**config.mk**
```make
export PLATFORM = sky130hd
export DESIGN_NAME = crxpc_top
export DESIGN_NICKNAME = d
export VERILOG_FILES = /design/src/crxpc_pkg.sv /design/src/crxpc_top.sv
export VERILOG_INCLUDE_DIRS = /design/src
export SDC_FILE = /design/constraint.sdc
export NUM_CORES = 1
export LEC_CHECK = 0
export ABC_CLOCK_PERIOD_IN_PS = 7560
export BUFFER_PORTS_ARGS = -buffer_cell sky130_fd_sc_hd__buf_2
export CORE_MARGIN = 5
export CORE_UTILIZATION = 44
export DETAILED_ROUTE_END_ITERATION = 12
export GPL_TIMING_DRIVEN = 0
export PLACE_DENSITY = 0.68
export SYNTH_ARGS = -nofsm -noshare
export SYNTH_HDL_FRONTEND = slang
export SYNTH_SLANG_ARGS = --single-unit
```
**constraint.sdc**
```tcl
create_clock -name clk_sys -period 7.56 [get_ports clk_sys]
set_input_delay 0.756 -clock clk_sys [delete_from_list [all_inputs] [get_ports clk_sys]]
set_output_delay 0.756 -clock clk_sys [all_outputs]
set_load 0.005 [all_outputs]
```
**src/crxpc_map.svh**
```systemverilog
// Purpose: Register offsets, config keys, defaults and timing for the receiver control block
// Assumes: APB byte addresses, 250 MHz system clock
// Notes: Definitions only
`ifndef CRXPC_MAP_SVH
`define CRXPC_MAP_SVH
// Register byte offsets
`define CRXPC_A_CMD 8'h00
`define CRXPC_A_VAL_LO 8'h04
`define CRXPC_A_VAL_HI 8'h08
`define CRXPC_A_RESP 8'h0c
`define CRXPC_A_RD_LO 8'h10
`define CRXPC_A_RD_HI 8'h14
`define CRXPC_A_STATUS 8'h18
// Command word fields and operation codes
`define CRXPC_CMD_OP 2:0
`define CRXPC_CMD_KEY 15:8
`define CRXPC_CMD_PORT 17:16
`define CRXPC_OP_SET 3'h1
`define CRXPC_OP_GET 3'h2
`define CRXPC_OP_DEL 3'h3
`define CRXPC_OP_PMREQ 3'h4
`define CRXPC_OP_POLL 3'h5
// Configuration keys; per-port groups use the low two key bits as port
`define CRXPC_K_FREQ 8'h01
`define CRXPC_K_WINDOW 8'h02
`define CRXPC_K_SVCEN 8'h03
`define CRXPC_K_SVCID 8'h04
`define CRXPC_K_RATE 8'h05
`define CRXPC_K_DSCEN 8'h06
`define CRXPC_K_SEED 8'h07
`define CRXPC_K_UWTHR 8'h08
`define CRXPC_K_PRSEN 8'h09
`define CRXPC_K_SYNC 8'h0a
`define CRXPC_K_BAUD 8'h20
`define CRXPC_G_OUTPROT 6'h04
`define CRXPC_G_PERRATE 6'h05
`define CRXPC_G_INFOEN 6'h06
`define CRXPC_G_INPROT 6'h07
// Defaults after reset
`define CRXPC_D_FREQ 32'h5bc7ac94
`define CRXPC_D_WINDOW 16'h0898
`define CRXPC_D_SVCEN 1'h1
`define CRXPC_D_SVCID 16'hc685
`define CRXPC_D_RATE 16'h0960
`define CRXPC_D_DSCEN 1'h1
`define CRXPC_D_SEED 16'h5c08
`define CRXPC_D_UWTHR 8'h04
`define CRXPC_D_PRSEN 1'h0
`define CRXPC_D_SYNC 64'he15ae893e15ae893
`define CRXPC_D_BAUD 32'h00002580
`define CRXPC_D_PROT 1'h1
`define CRXPC_D_PERRATE 8'h00
`define CRXPC_D_INFOEN 1'h0
// Legal ranges
`define CRXPC_FREQ_MIN 32'h5ae5a740
`define CRXPC_FREQ_MAX 32'h5cec73c0
`define CRXPC_RATE_MIN 16'h0258
`define CRXPC_RATE_MAX 16'h12c0
// Timing
`define CRXPC_TIME_MS_NS 1000000
`define CRXPC_CLK_PERIOD_NS 4
`define CRXPC_MS_CYCLES (`CRXPC_TIME_MS_NS / `CRXPC_CLK_PERIOD_NS)
`endif

```
**src/crxpc_pkg.sv**
```systemverilog
// Purpose: Shared types of the receiver control block
// Assumes: Nothing beyond the map header
// Notes: Numbers live in crxpc_map.svh
`default_nettype none
package crxpc_pkg;
  // Receiver activity states
  typedef enum logic [1:0] {ST_BOOT, ST_ACQ, ST_TRACK, ST_INACTIVE} crxpc_state_e;
  typedef logic [63:0] crxpc_value_t;
  typedef logic [7:0] crxpc_key_t;
endpackage : crxpc_pkg
`default_nettype wire

```
**src/crxpc_top.sv**
```systemverilog
// Purpose: Configuration database, message gating and power state control
// Assumes: Pins synchronous to clk_sys except the wake pins, which are resynchronised
// Notes: APB slave, one wait state on every access
//
// Overview of operation
// Boot: defaults, then flash overlay, then runtime
// Store holds key/value items grouped by key
// Each set/get/delete gets one ack or nak
// Correction channel defaults loaded at reset
// Host keeps centre frequency within legal band
// Host keeps bit rate within 600 to 4800
// Serial port defaults 9600 8N1, binary on
// Other ports default like the serial port
// Boot text emitted at power-up
// Per-port rate: zero off, N events each
// Version report only on poll
// Info text gated by per-port enable
// Nothing out until protocol output enabled; boot text is not gated by it
// Frame message per matching received frame
// Host checks frame validity via quality fields
// Power request: inactive for duration or wake
// Wake on pin edges and reset rise
// Wake always leads into acquisition
// Wake ignored in acquisition or tracking
// Host holds wake level over 1 ms
// Wake pins synchronised before edge detection
// Out-of-range set refused, item kept
//
// The placing of the registers and the APB interface to the registers were left to the implementer.
`include "crxpc_map.svh"
`timescale 1ns/1ps
`default_nettype none
module crxpc_top #(
  parameter int NPORT = 4,
  parameter int MS_CYCLES = `CRXPC_MS_CYCLES
) (
  input wire logic clk_sys,
  input wire logic srst,
  input wire logic psel,
  input wire logic penable,
  input wire logic pwrite,
  input wire logic [7:0] paddr,
  input wire logic [31:0] pwdata,
  output logic [31:0] prdata,
  output logic pready,
  output logic pslverr,
  input wire logic flashValid,
  input wire crxpc_pkg::crxpc_key_t flashKey,
  input wire crxpc_pkg::crxpc_value_t flashValue,
  input wire logic flashDone,
  input wire logic periodicEvent,
  input wire logic infoRequest,
  input wire logic frameRx,
  input wire logic [15:0] frameServiceId,
  input wire logic lockAcquired,
  input wire logic extWakePin,
  input wire logic serialRxPin,
  input wire logic resetPinN,
  output logic [NPORT-1:0] periodicEmit,
  output logic [NPORT-1:0] frameEmit,
  output logic [NPORT-1:0] versionEmit,
  output logic [NPORT-1:0] infoEmit,
  output logic [NPORT-1:0] bootTextEmit,
  output crxpc_pkg::crxpc_state_e rxState,
  output logic [31:0] channelCentreFreq,
  output logic [15:0] freqSearchWindow,
  output logic serviceFilterEnable,
  output logic [15:0] serviceIdentifier,
  output logic [15:0] channelBitRate,
  output logic descramblerEnable,
  output logic [15:0] descramblerSeed,
  output logic [7:0] syncWordErrorThreshold,
  output logic prescramblingEnable,
  output logic [63:0] frameSyncWord,
  output logic [31:0] serialBaud
);
  import crxpc_pkg::*;

  logic [NPORT-1:0] outProtEn_r, inProtEn_r, infoEn_r;
  logic [7:0] perRate_r [NPORT];
  logic [7:0] perCnt_r [NPORT];
  logic [31:0] valLo_r, valHi_r, rdLo_r, rdHi_r;
  logic respValid_r, respAck_r;
  logic [7:0] respSeq_r;
  logic [31:0] sleepMs_r, msCnt_r;
  logic [2:0] extSync_r, rxSync_r, rstSync_r;

  // Item is a known key of the database
  function automatic logic isKnown(input crxpc_key_t k);
    return (k >= `CRXPC_K_FREQ && k <= `CRXPC_K_SYNC) || k == `CRXPC_K_BAUD
        || (k[7:2] >= `CRXPC_G_OUTPROT && k[7:2] <= `CRXPC_G_INPROT);
  endfunction : isKnown

  // Value fits the legal range of the item
  function automatic logic inRange(input crxpc_key_t k, input crxpc_value_t v);
    case (k)
      `CRXPC_K_FREQ: return v[63:32] == 32'h0 && v[31:0] >= `CRXPC_FREQ_MIN
          && v[31:0] <= `CRXPC_FREQ_MAX;
      `CRXPC_K_RATE: return v[63:16] == 48'h0 && v[15:0] >= `CRXPC_RATE_MIN
          && v[15:0] <= `CRXPC_RATE_MAX;
      `CRXPC_K_SVCEN, `CRXPC_K_DSCEN, `CRXPC_K_PRSEN: return v[63:1] == 63'h0;
      `CRXPC_K_WINDOW, `CRXPC_K_SVCID, `CRXPC_K_SEED: return v[63:16] == 48'h0;
      `CRXPC_K_UWTHR: return v[63:8] == 56'h0;
      `CRXPC_K_SYNC: return 1'b1;
      `CRXPC_K_BAUD: return v[63:32] == 32'h0 && v[31:0] != 32'h0;
      default: return k[7:2] == `CRXPC_G_PERRATE ? v[63:8] == 56'h0 : v[63:1] == 63'h0;
    endcase
  endfunction : inRange

  // Factory value of an item, used by delete; reset loads the same defaults directly
  function automatic crxpc_value_t defaultOf(input crxpc_key_t k);
    case (k)
      `CRXPC_K_FREQ: return {32'h0, `CRXPC_D_FREQ};
      `CRXPC_K_WINDOW: return {48'h0, `CRXPC_D_WINDOW};
      `CRXPC_K_SVCEN: return {63'h0, `CRXPC_D_SVCEN};
      `CRXPC_K_SVCID: return {48'h0, `CRXPC_D_SVCID};
      `CRXPC_K_RATE: return {48'h0, `CRXPC_D_RATE};
      `CRXPC_K_DSCEN: return {63'h0, `CRXPC_D_DSCEN};
      `CRXPC_K_SEED: return {48'h0, `CRXPC_D_SEED};
      `CRXPC_K_UWTHR: return {56'h0, `CRXPC_D_UWTHR};
      `CRXPC_K_PRSEN: return {63'h0, `CRXPC_D_PRSEN};
      `CRXPC_K_SYNC: return `CRXPC_D_SYNC;
      `CRXPC_K_BAUD: return {32'h0, `CRXPC_D_BAUD};
      default: return k[7:2] == `CRXPC_G_PERRATE ? {56'h0, `CRXPC_D_PERRATE}
          : k[7:2] == `CRXPC_G_INFOEN ? {63'h0, `CRXPC_D_INFOEN} : {63'h0, `CRXPC_D_PROT};
    endcase
  endfunction : defaultOf

  // Current value of an item for the get command
  function automatic crxpc_value_t readKey(input crxpc_key_t k);
    case (k)
      `CRXPC_K_FREQ: return {32'h0, channelCentreFreq};
      `CRXPC_K_WINDOW: return {48'h0, freqSearchWindow};
      `CRXPC_K_SVCEN: return {63'h0, serviceFilterEnable};
      `CRXPC_K_SVCID: return {48'h0, serviceIdentifier};
      `CRXPC_K_RATE: return {48'h0, channelBitRate};
      `CRXPC_K_DSCEN: return {63'h0, descramblerEnable};
      `CRXPC_K_SEED: return {48'h0, descramblerSeed};
      `CRXPC_K_UWTHR: return {56'h0, syncWordErrorThreshold};
      `CRXPC_K_PRSEN: return {63'h0, prescramblingEnable};
      `CRXPC_K_SYNC: return frameSyncWord;
      `CRXPC_K_BAUD: return {32'h0, serialBaud};
      default: case (k[7:2])
        `CRXPC_G_OUTPROT: return {63'h0, outProtEn_r[k[1:0]]};
        `CRXPC_G_PERRATE: return {56'h0, perRate_r[k[1:0]]};
        `CRXPC_G_INFOEN: return {63'h0, infoEn_r[k[1:0]]};
        default: return {63'h0, inProtEn_r[k[1:0]]};
      endcase
    endcase
  endfunction : readKey

  // APB decode; the answer comes one cycle into the access phase
  logic apbAcc, wrStb, cmdFire, mapped;
  logic [2:0] cmdOp;
  crxpc_key_t cmdKey, wrKey;
  crxpc_value_t cmdVal, wrVal;
  logic cmdOk, wrGo;
  assign apbAcc = psel & penable;
  assign wrStb = apbAcc & pready & pwrite;
  assign mapped = paddr <= `CRXPC_A_STATUS && paddr[1:0] == 2'h0;
  assign cmdFire = wrStb && paddr == `CRXPC_A_CMD;
  assign cmdOp = pwdata[`CRXPC_CMD_OP];
  assign cmdKey = pwdata[`CRXPC_CMD_KEY];
  assign cmdVal = {valHi_r, valLo_r};
  assign cmdOk = isKnown(cmdKey) && (cmdOp != `CRXPC_OP_SET || inRange(cmdKey, cmdVal));

  // One writer into the store: flash overlay at boot, commands at run time
  always_comb begin
    wrGo = 1'b0;
    wrKey = cmdKey;
    wrVal = cmdVal;
    if (rxState == ST_BOOT) begin
      wrGo = flashValid && isKnown(flashKey) && inRange(flashKey, flashValue);
      wrKey = flashKey;
      wrVal = flashValue;
    end else if (cmdFire && cmdOk) begin
      wrGo = cmdOp == `CRXPC_OP_SET || cmdOp == `CRXPC_OP_DEL;
      wrVal = cmdOp == `CRXPC_OP_DEL ? defaultOf(cmdKey) : cmdVal;
    end
  end

  // APB handshake and read data
  always_ff @(posedge clk_sys) begin
    if (srst) begin
      pready <= 1'b0;
      pslverr <= 1'b0;
      prdata <= 32'h0;
    end else begin
      pready <= apbAcc & ~pready;
      pslverr <= apbAcc & ~pready & ~mapped;
      prdata <= 32'h0;
      if (apbAcc && !pready && !pwrite) begin
        case (paddr)
          `CRXPC_A_VAL_LO: prdata <= valLo_r;
          `CRXPC_A_VAL_HI: prdata <= valHi_r;
          `CRXPC_A_RESP: prdata <= {22'h0, respSeq_r, respAck_r, respValid_r};
          `CRXPC_A_RD_LO: prdata <= rdLo_r;
          `CRXPC_A_RD_HI: prdata <= rdHi_r;
          `CRXPC_A_STATUS: prdata <= {30'h0, rxState};
          default: prdata <= 32'h0;
        endcase
      end
    end
  end

  // Value staging registers
  always_ff @(posedge clk_sys) begin
    if (srst) begin
      valLo_r <= 32'h0;
      valHi_r <= 32'h0;
    end else if (wrStb && paddr == `CRXPC_A_VAL_LO) begin
      valLo_r <= pwdata;
    end else if (wrStb && paddr == `CRXPC_A_VAL_HI) begin
      valHi_r <= pwdata;
    end
  end

  // Response: a new set, get or delete command sets valid, beating a read that clears it
  always_ff @(posedge clk_sys) begin
    if (srst) begin
      respValid_r <= 1'b0;
      respAck_r <= 1'b0;
      respSeq_r <= 8'h0;
      rdLo_r <= 32'h0;
      rdHi_r <= 32'h0;
    end else if (cmdFire && cmdOp >= `CRXPC_OP_SET && cmdOp <= `CRXPC_OP_DEL) begin
      respValid_r <= 1'b1;
      respAck_r <= cmdOk;
      respSeq_r <= respSeq_r + 8'h1;
      if (cmdOp == `CRXPC_OP_GET && cmdOk) begin
        {rdHi_r, rdLo_r} <= readKey(cmdKey);
      end
    end else if (apbAcc && pready && !pwrite && paddr == `CRXPC_A_RESP) begin
      respValid_r <= 1'b0;
    end
  end

  // Scalar items of the store
  always_ff @(posedge clk_sys) begin
    if (srst) begin
      channelCentreFreq <= `CRXPC_D_FREQ;
      freqSearchWindow <= `CRXPC_D_WINDOW;
      serviceFilterEnable <= `CRXPC_D_SVCEN;
      serviceIdentifier <= `CRXPC_D_SVCID;
      channelBitRate <= `CRXPC_D_RATE;
      descramblerEnable <= `CRXPC_D_DSCEN;
      descramblerSeed <= `CRXPC_D_SEED;
      syncWordErrorThreshold <= `CRXPC_D_UWTHR;
      prescramblingEnable <= `CRXPC_D_PRSEN;
      frameSyncWord <= `CRXPC_D_SYNC;
      serialBaud <= `CRXPC_D_BAUD;
    end else if (wrGo) begin
      case (wrKey)
        `CRXPC_K_FREQ: channelCentreFreq <= wrVal[31:0];
        `CRXPC_K_WINDOW: freqSearchWindow <= wrVal[15:0];
        `CRXPC_K_SVCEN: serviceFilterEnable <= wrVal[0];
        `CRXPC_K_SVCID: serviceIdentifier <= wrVal[15:0];
        `CRXPC_K_RATE: channelBitRate <= wrVal[15:0];
        `CRXPC_K_DSCEN: descramblerEnable <= wrVal[0];
        `CRXPC_K_SEED: descramblerSeed <= wrVal[15:0];
        `CRXPC_K_UWTHR: syncWordErrorThreshold <= wrVal[7:0];
        `CRXPC_K_PRSEN: prescramblingEnable <= wrVal[0];
        `CRXPC_K_SYNC: frameSyncWord <= wrVal;
        `CRXPC_K_BAUD: serialBaud <= wrVal[31:0];
        default: ;
      endcase
    end
  end

  // Per-port items; every port starts like the serial port
  always_ff @(posedge clk_sys) begin
    if (srst) begin
      for (int i = 0; i < NPORT; i++) begin
        outProtEn_r[i] <= `CRXPC_D_PROT;
        inProtEn_r[i] <= `CRXPC_D_PROT;
        infoEn_r[i] <= `CRXPC_D_INFOEN;
        perRate_r[i] <= `CRXPC_D_PERRATE;
      end
    end else if (wrGo) begin
      case (wrKey[7:2])
        `CRXPC_G_OUTPROT: outProtEn_r[wrKey[1:0]] <= wrVal[0];
        `CRXPC_G_PERRATE: perRate_r[wrKey[1:0]] <= wrVal[7:0];
        `CRXPC_G_INFOEN: infoEn_r[wrKey[1:0]] <= wrVal[0];
        `CRXPC_G_INPROT: inProtEn_r[wrKey[1:0]] <= wrVal[0];
        default: ;
      endcase
    end
  end

  // Output gating per port; protocol enable masks everything binary
  always_ff @(posedge clk_sys) begin
    if (srst) begin
      periodicEmit <= '0;
      frameEmit <= '0;
      versionEmit <= '0;
      infoEmit <= '0;
      bootTextEmit <= '0;
      for (int i = 0; i < NPORT; i++) perCnt_r[i] <= 8'h0;
    end else begin
      for (int i = 0; i < NPORT; i++) begin
        periodicEmit[i] <= 1'b0;
        if (periodicEvent && perRate_r[i] != 8'h0) begin
          if (perCnt_r[i] + 8'h1 >= perRate_r[i]) begin
            perCnt_r[i] <= 8'h0;
            periodicEmit[i] <= outProtEn_r[i];
          end else begin
            perCnt_r[i] <= perCnt_r[i] + 8'h1;
          end
        end
        frameEmit[i] <= frameRx && outProtEn_r[i]
            && (!serviceFilterEnable || frameServiceId == serviceIdentifier);
        versionEmit[i] <= cmdFire && cmdOp == `CRXPC_OP_POLL
            && pwdata[`CRXPC_CMD_PORT] == 2'(i) && outProtEn_r[i];
        infoEmit[i] <= infoRequest && infoEn_r[i] && outProtEn_r[i];
        bootTextEmit[i] <= rxState == ST_BOOT && flashDone;
      end
    end
  end

  // Wake pins: two-stage synchroniser, third stage for edges
  always_ff @(posedge clk_sys) begin
    if (srst) begin
      extSync_r <= 3'h0;
      rxSync_r <= 3'h7;
      rstSync_r <= 3'h7;
    end else begin
      extSync_r <= {extSync_r[1:0], extWakePin};
      rxSync_r <= {rxSync_r[1:0], serialRxPin};
      rstSync_r <= {rstSync_r[1:0], resetPinN};
    end
  end

  logic wakeEvt, msTick;
  assign wakeEvt = (extSync_r[2] ^ extSync_r[1]) | (rxSync_r[2] ^ rxSync_r[1])
      | (~rstSync_r[2] & rstSync_r[1]);
  assign msTick = msCnt_r == 32'(MS_CYCLES - 1);

  // Millisecond enable; restarts on a request so the first step is a whole ms
  always_ff @(posedge clk_sys) begin
    if (srst || msTick || (cmdFire && cmdOp == `CRXPC_OP_PMREQ)) begin
      msCnt_r <= 32'h0;
    end else begin
      msCnt_r <= msCnt_r + 32'h1;
    end
  end

  // Receiver activity; a zero duration sleeps until a wake event
  always_ff @(posedge clk_sys) begin
    if (srst) begin
      rxState <= ST_BOOT;
      sleepMs_r <= 32'h0;
    end else begin
      case (rxState)
        ST_BOOT: if (flashDone) rxState <= ST_ACQ;
        ST_ACQ, ST_TRACK: begin
          if (cmdFire && cmdOp == `CRXPC_OP_PMREQ) begin
            rxState <= ST_INACTIVE;
            sleepMs_r <= valLo_r;
          end else begin
            rxState <= lockAcquired ? ST_TRACK : ST_ACQ;
          end
        end
        ST_INACTIVE: begin
          if (wakeEvt || (msTick && sleepMs_r == 32'h1)) begin
            rxState <= ST_ACQ;
          end else if (msTick && sleepMs_r != 32'h0) begin
            sleepMs_r <= sleepMs_r - 32'h1;
          end
        end
        default: rxState <= ST_BOOT;
      endcase
    end
  end
endmodule : crxpc_top
`default_nettype wire

```
Word-level counts from Yosys, hierarchy flattened
Memory sizes are Yosys's and may differ from the RTL's.
Cells that the tools add are included.
{"block": "word_totals", "regBits": 479, "mem_bits_rw": 64, "inputBits": 142, "output_inout_bits": 259, "word_cells": 387, "n_memories": 2}
{"name": "perCnt_r", "depth": 4, "width": 8, "read_ports": 4, "rd_ports_with_merged_regs": 0, "write_ports": 4, "line": "crxpc_top.sv:81", "rtl": "logic [7:0] perCnt_r [NPORT];"}
{"name": "perRate_r", "depth": 4, "width": 8, "read_ports": 5, "rd_ports_with_merged_regs": 0, "write_ports": 4, "line": "crxpc_top.sv:80", "rtl": "logic [7:0] perRate_r [NPORT];"}
{"block": "classes", "addsub": 7, "n_lt_le_gt_ge": 26, "n_eq_ne": 67, "muxes": 88, "bitwise_logic": 31, "n_reduce_logical": 128}
{"op": "one-hot mux 64 bit (11 select lines)", "count": 1}
{"op": "one-hot mux 64 bit (10 select lines)", "count": 1}
{"op": "two-way mux 64 bit", "count": 3}
{"op": "one-hot mux 32 bit (6 select lines)", "count": 1}
{"op": "logical NOT 63 bit", "count": 2}
{"op": "logical NOT 56 bit", "count": 2}
{"op": "== test 8 x 3 -> 1 bit (second input constant)", "count": 13}
{"op": "logical NOT 48 bit", "count": 2}
{"op": "two-way mux 32 bit", "count": 3}
{"op": "nonzero test 32 bit", "count": 3}
{"op": "== test 8 x 4 -> 1 bit (second input constant)", "count": 11}
{"op": "two-way mux 8 bit", "count": 10}
{"op": ">= comparator 32 x 31 -> 1 bit (second input constant)", "count": 2}
{"op": "<= comparator 32 x 31 -> 1 bit (second input constant)", "count": 2}
{"op": "logical AND 1 bit", "count": 64}
{"op": "logical NOT 32 bit", "count": 2}
{"op": "one-hot mux 32 bit (2 select lines)", "count": 1}
{"op": "two-way mux 1 bit", "count": 52}
{"op": "== test 6 x 3 -> 1 bit (second input constant)", "count": 8}
{"op": "== test 8 x 2 -> 1 bit (second input constant)", "count": 6}
{"op": "adder 8 x 1 -> 8 bit (second input constant)", "count": 5}
{"op": "AND reduction 2 bit", "count": 17}
{"op": "adder 32 x 1 -> 32 bit (second input constant)", "count": 1}
{"op": "== test 32 x 1 -> 1 bit (second input constant)", "count": 1}
{"op": "other kinds (46)", "count": 134}

Depth between registers and ports, before layout
{"block": "logic_depth", "ltp_word": 14, "depth_mapped": 12}

Least setup slack after synthesis
OpenSTA, ideal clock, no wires.
{"block": "synth_timing", "path_type": "input to register", "startpoint": "input paddr[0]", "endpoint": "memory perRate_r[0][0] (enable)", "arrival_ns": 3.796, "required_ns": 7.173, "setup_slack_ns": 3.377, "stages": 10, "path_buffers": 3, "path_cell_list": "or4_1 -> or3_1 -> or3_1 -> buf_2 -> nor4_2 -> o31a_4 -> buf_6 -> nor2_1 -> buf_2 -> o31ai_1"}
{"item": "start: declaration", "line": "crxpc_top.sv:42", "rtl": "input wire logic [7:0] paddr,"}
{"item": "end: declaration", "line": "crxpc_top.sv:80"}

==> impl_results.md <==
* Avg Inst Size Synth at 8.55 um^2
* Synthesis Warnings at 0
* R2r setup slk at 2.92 ns
* Final setup TNS at 0 ns
* Sw frac at 26.0%
* Inst Count DP at 4,314
* Clock Pin Slew Worst Setup and Hold Paths at 0.06 ns
* Final period util at 61.4%
* FMAX at 216 MHz
* Max Cap Viol at 0
* P_int at 0.00477 W
* Data required, critical path at 7.80 ns
* Sequential power share at 46.0%
* Peak supply drop at 0.000194 V
* FF/Latch Area at 11,500 um^2
* Worst hold path class: input pin to register
* Worst r2r dst: perRate_r[1][1]$_SDFFCE_PN0P_
* Power share of the clock group at 44.6%
* WHS at 0.321 ns
* Crit-path cells: inv_1 -> ha_1 -> clkbuf_1 -> nand2_1 -> a2111oi_0 -> o21ai_0 -> a211oi_1 -> a21o_2 -> buf_2 -> nor2_1 -> buf_2 -> o31ai_1
* ANT nets after route at 0
* Fin crit period at 4.64 ns
* Final setup vio count at 0
* Total gr overflow at 0
* Worst setup path endpoint: perRate_r[1][1]$_SDFFCE_PN0P_
* Share of synthesized registers carrying an async set or reset at 0%
* Cell row count at 90
* Final Non-Filler Cells at 4,443
* Vias at 27,500
* TritonCTS Buffers at 57
* Boundary pin count at 401
* Final HPWL DP at 88,800 um
* Post-layout util at 52.6%
* Total power at 0.00645 W
* Combinational Power Share at 9.3%
* Area Overhead vs Synth at 18.4%
* Post-CTS Setup Bufs at 0
* Sink Count at 543
* Post-cts gate resize count at 0
* Sw power at 0.00167 W
* DRC at 0
* PortBufs at 393
* H-tree depth at 2
* Share of layout cells above drive strength 1 at 16.2%
* Drt wl/cell at 25.9 um
* First-pass GRT wire length at 167,000 um
* Chip height at 257 um
* Multi-input gate area at 14,100 um^2
* R2R depth at 12
* Most used cell, CP: buf_2
* CTS root buffer: clkbuf_16
* Yosys reg bits at 543
* CTS tree: built
* Initial Util at 44.4%
* Main synth FF type: dfxtp_1
* Slowest cell on crit path: o31ai_1
* Mapped Cells at 3,137
* All-layer global routing usage at 33.0%
* Initial antenna violation count at 38
* Setup CP Type: register to register
* Setup crit start kind: register
* RD Place Congestion at 1.01
* Max_slew headroom at 6.97%
* Fillcell total at 5,858
* Final #Nets at 3,776
* Pins Over Slew Limit at 0
* Core area at 60,400 um^2
* CP Max Fanout at 10
* Cts hold-fix bufs at 0
* WL final at 115,000 um
* WP data arrival at 4.88 ns
* Pin count of the biggest net entering global routing at 17
* Post-synth net total at 3,321
* Vias in the first global route at 25,600
* Final hold viol count at 0
* Max incr delay on CP at 1.06 ns
* Die X-Extent at 257 um
* Deepest clock path buffer count at 3
* Run status: finished clean
* RSZ-0062 raised after global routing: no
* Area fraction of the dominant cell type after synthesis at 35.7%
* Iter 0 DRT Violations at 3,633
* Clock insertion delay at the later pin of the skew report at 0.65 ns
* CP startpoint: rxState[0]$_SDFFE_PP0P_
* Top cells by area, synth: dfxtp_1 (36%), mux2i_1 (8.2%), edfxtp_1 (7.2%)
* Netlist cell types at 85
* Clock skew at 0.0356 ns
* EDFF count, synth at 64
* Synth area leader: dfxtp_1
* FF-to-FF Start: rxState[0]$_SDFFE_PP0P_
* Setup crit end kind: register
* Post-DR vias/cell at 6.18
* Die area at 66,000 um^2
* Worst-Margin Slew at 1.38 ns
* Leak pwr at 13.2 nW
* PwrDens at 203 nW/um^2
* Netlist Area Pre-Place at 26,800 um^2
* Drt first pass iters at 6
* Sequential share of the synthesized area at 42.9%
[logic make-up after synthesis]
kind of cell | synth area share (%)
xor gates and xnor gates | 2.42
DFF | 42.9
adders and majority gates | 1.96
AOI/OAI and AO/OA | 15.9
buffers and inverters | 4.46
muxes | 9.47
and+or+nand+nor | 22.9
[registers in the layout (all words and copies together) (netlist names), 16 cells and up]
name,flops
prdata,32
sleepMs_r,32
perCnt_r,32
msCnt_r,32
channelCentreFreq,32
perRate_r,32
valHi_r,32
serialBaud,32
frameSyncWord,64
serviceIdentifier,16
valLo_r,32
descramblerSeed,16
channelBitRate,16
freqSearchWindow,16
rdLo_r,32
rdHi_r,32
[power by group through the flow]
stage                     Clock [W]  Combinational (W)  Sequential [W]
after global placement            0           0.000571         0.00303
after CTS                   0.00288           0.000579         0.00297
after global routing        0.00300           0.000637         0.00297
after floorplan                   0           0.000338         0.00302
final                       0.00288           0.000601         0.00297
after detailed placement          0           0.000574         0.00303
[critical path, delay by kind of cell (launching register included)]
family / cells / cell delay [ns]
compound gates: 5 / 2.42
fa+ha+maj: 1 / 0.22
buf+inv: 4 / 0.98
flops: 1 / 0.36
simple gates: 2 / 0.26
[cell usage in the layout (no fill, tap or decap), types with 59 or more instances in the layout]
cell / n
mux2i_1: 220
nand2_1: 506
clkbuf_1: 193
buf_2: 407
nor2_1: 335
o21ai_0: 116
a21oi_1: 184
dfxtp_1: 479
a22oi_1: 107
a211oi_1: 59
edfxtp_1: 64
nand3_1: 81
[routing by layer]
layer  global-route usage, %  routed length [um]  up-vias
met3                    10.0               15100      355
met5                       0                 104        -
li1                        -                   -    12100
met1                    43.8               45200    13100
met4                    15.5                6410       18
met2                    49.2               48500     1804
[metrics by stage]
stage	setup WS (ns)	cell area, um^2
2_1_floorplan	3.38	26800
3_3_place_gp	2.11	29800
3_5_place_dp	2.34	29800
4_1_cts	2.98	31700
5_1_grt	2.70	31700
6_report	2.92	31800
[synth_stat cells, drive strengths merged (45+ instances only)]
library cell,n
xor2,54
buf,49
a21oi,184
o21ai,126
mux2i,220
clkbuf,180
nor4,49
nor2,337
nand2,506
a22oi,107
edfxtp,64
a211oi,59
nand4,45
nand3,81
inv,57
dfxtp,479
[cell type report]
cell class | instances | share of cell area, %
Clock buffer | 82 | 5.16
Inverter | 57 | 0.674
Multi-Input combinational cell | 2308 | 44.5
Tap cell | 782 | 3.08
Timing Repair Buffer | 396 | 6.26
Antenna cell | 24 | 0.189
Sequential cell | 543 | 36.2
Clock inverter | 22 | 0.800
Buffer | 229 | 3.09
[worst min-delay path by stage]
stage                                 start                      end  slack, ns  depth (start not counted)
floorplan           rstSync_r[0]$_SDFF_PP1_  rstSync_r[1]$_SDFF_PP1_       0.39                          1
global placement     rxSync_r[0]$_SDFF_PP1_   rxSync_r[1]$_SDFF_PP1_       0.40                          1
detailed placement   rxSync_r[0]$_SDFF_PP1_   rxSync_r[1]$_SDFF_PP1_       0.40                          1
CTS                             serialRxPin   rxSync_r[0]$_SDFF_PP1_       0.30                          2
global route                    serialRxPin   rxSync_r[0]$_SDFF_PP1_       0.32                          2
finish                          serialRxPin   rxSync_r[0]$_SDFF_PP1_       0.32                          2
No activity file was read; power rests on OpenSTA's default activity.
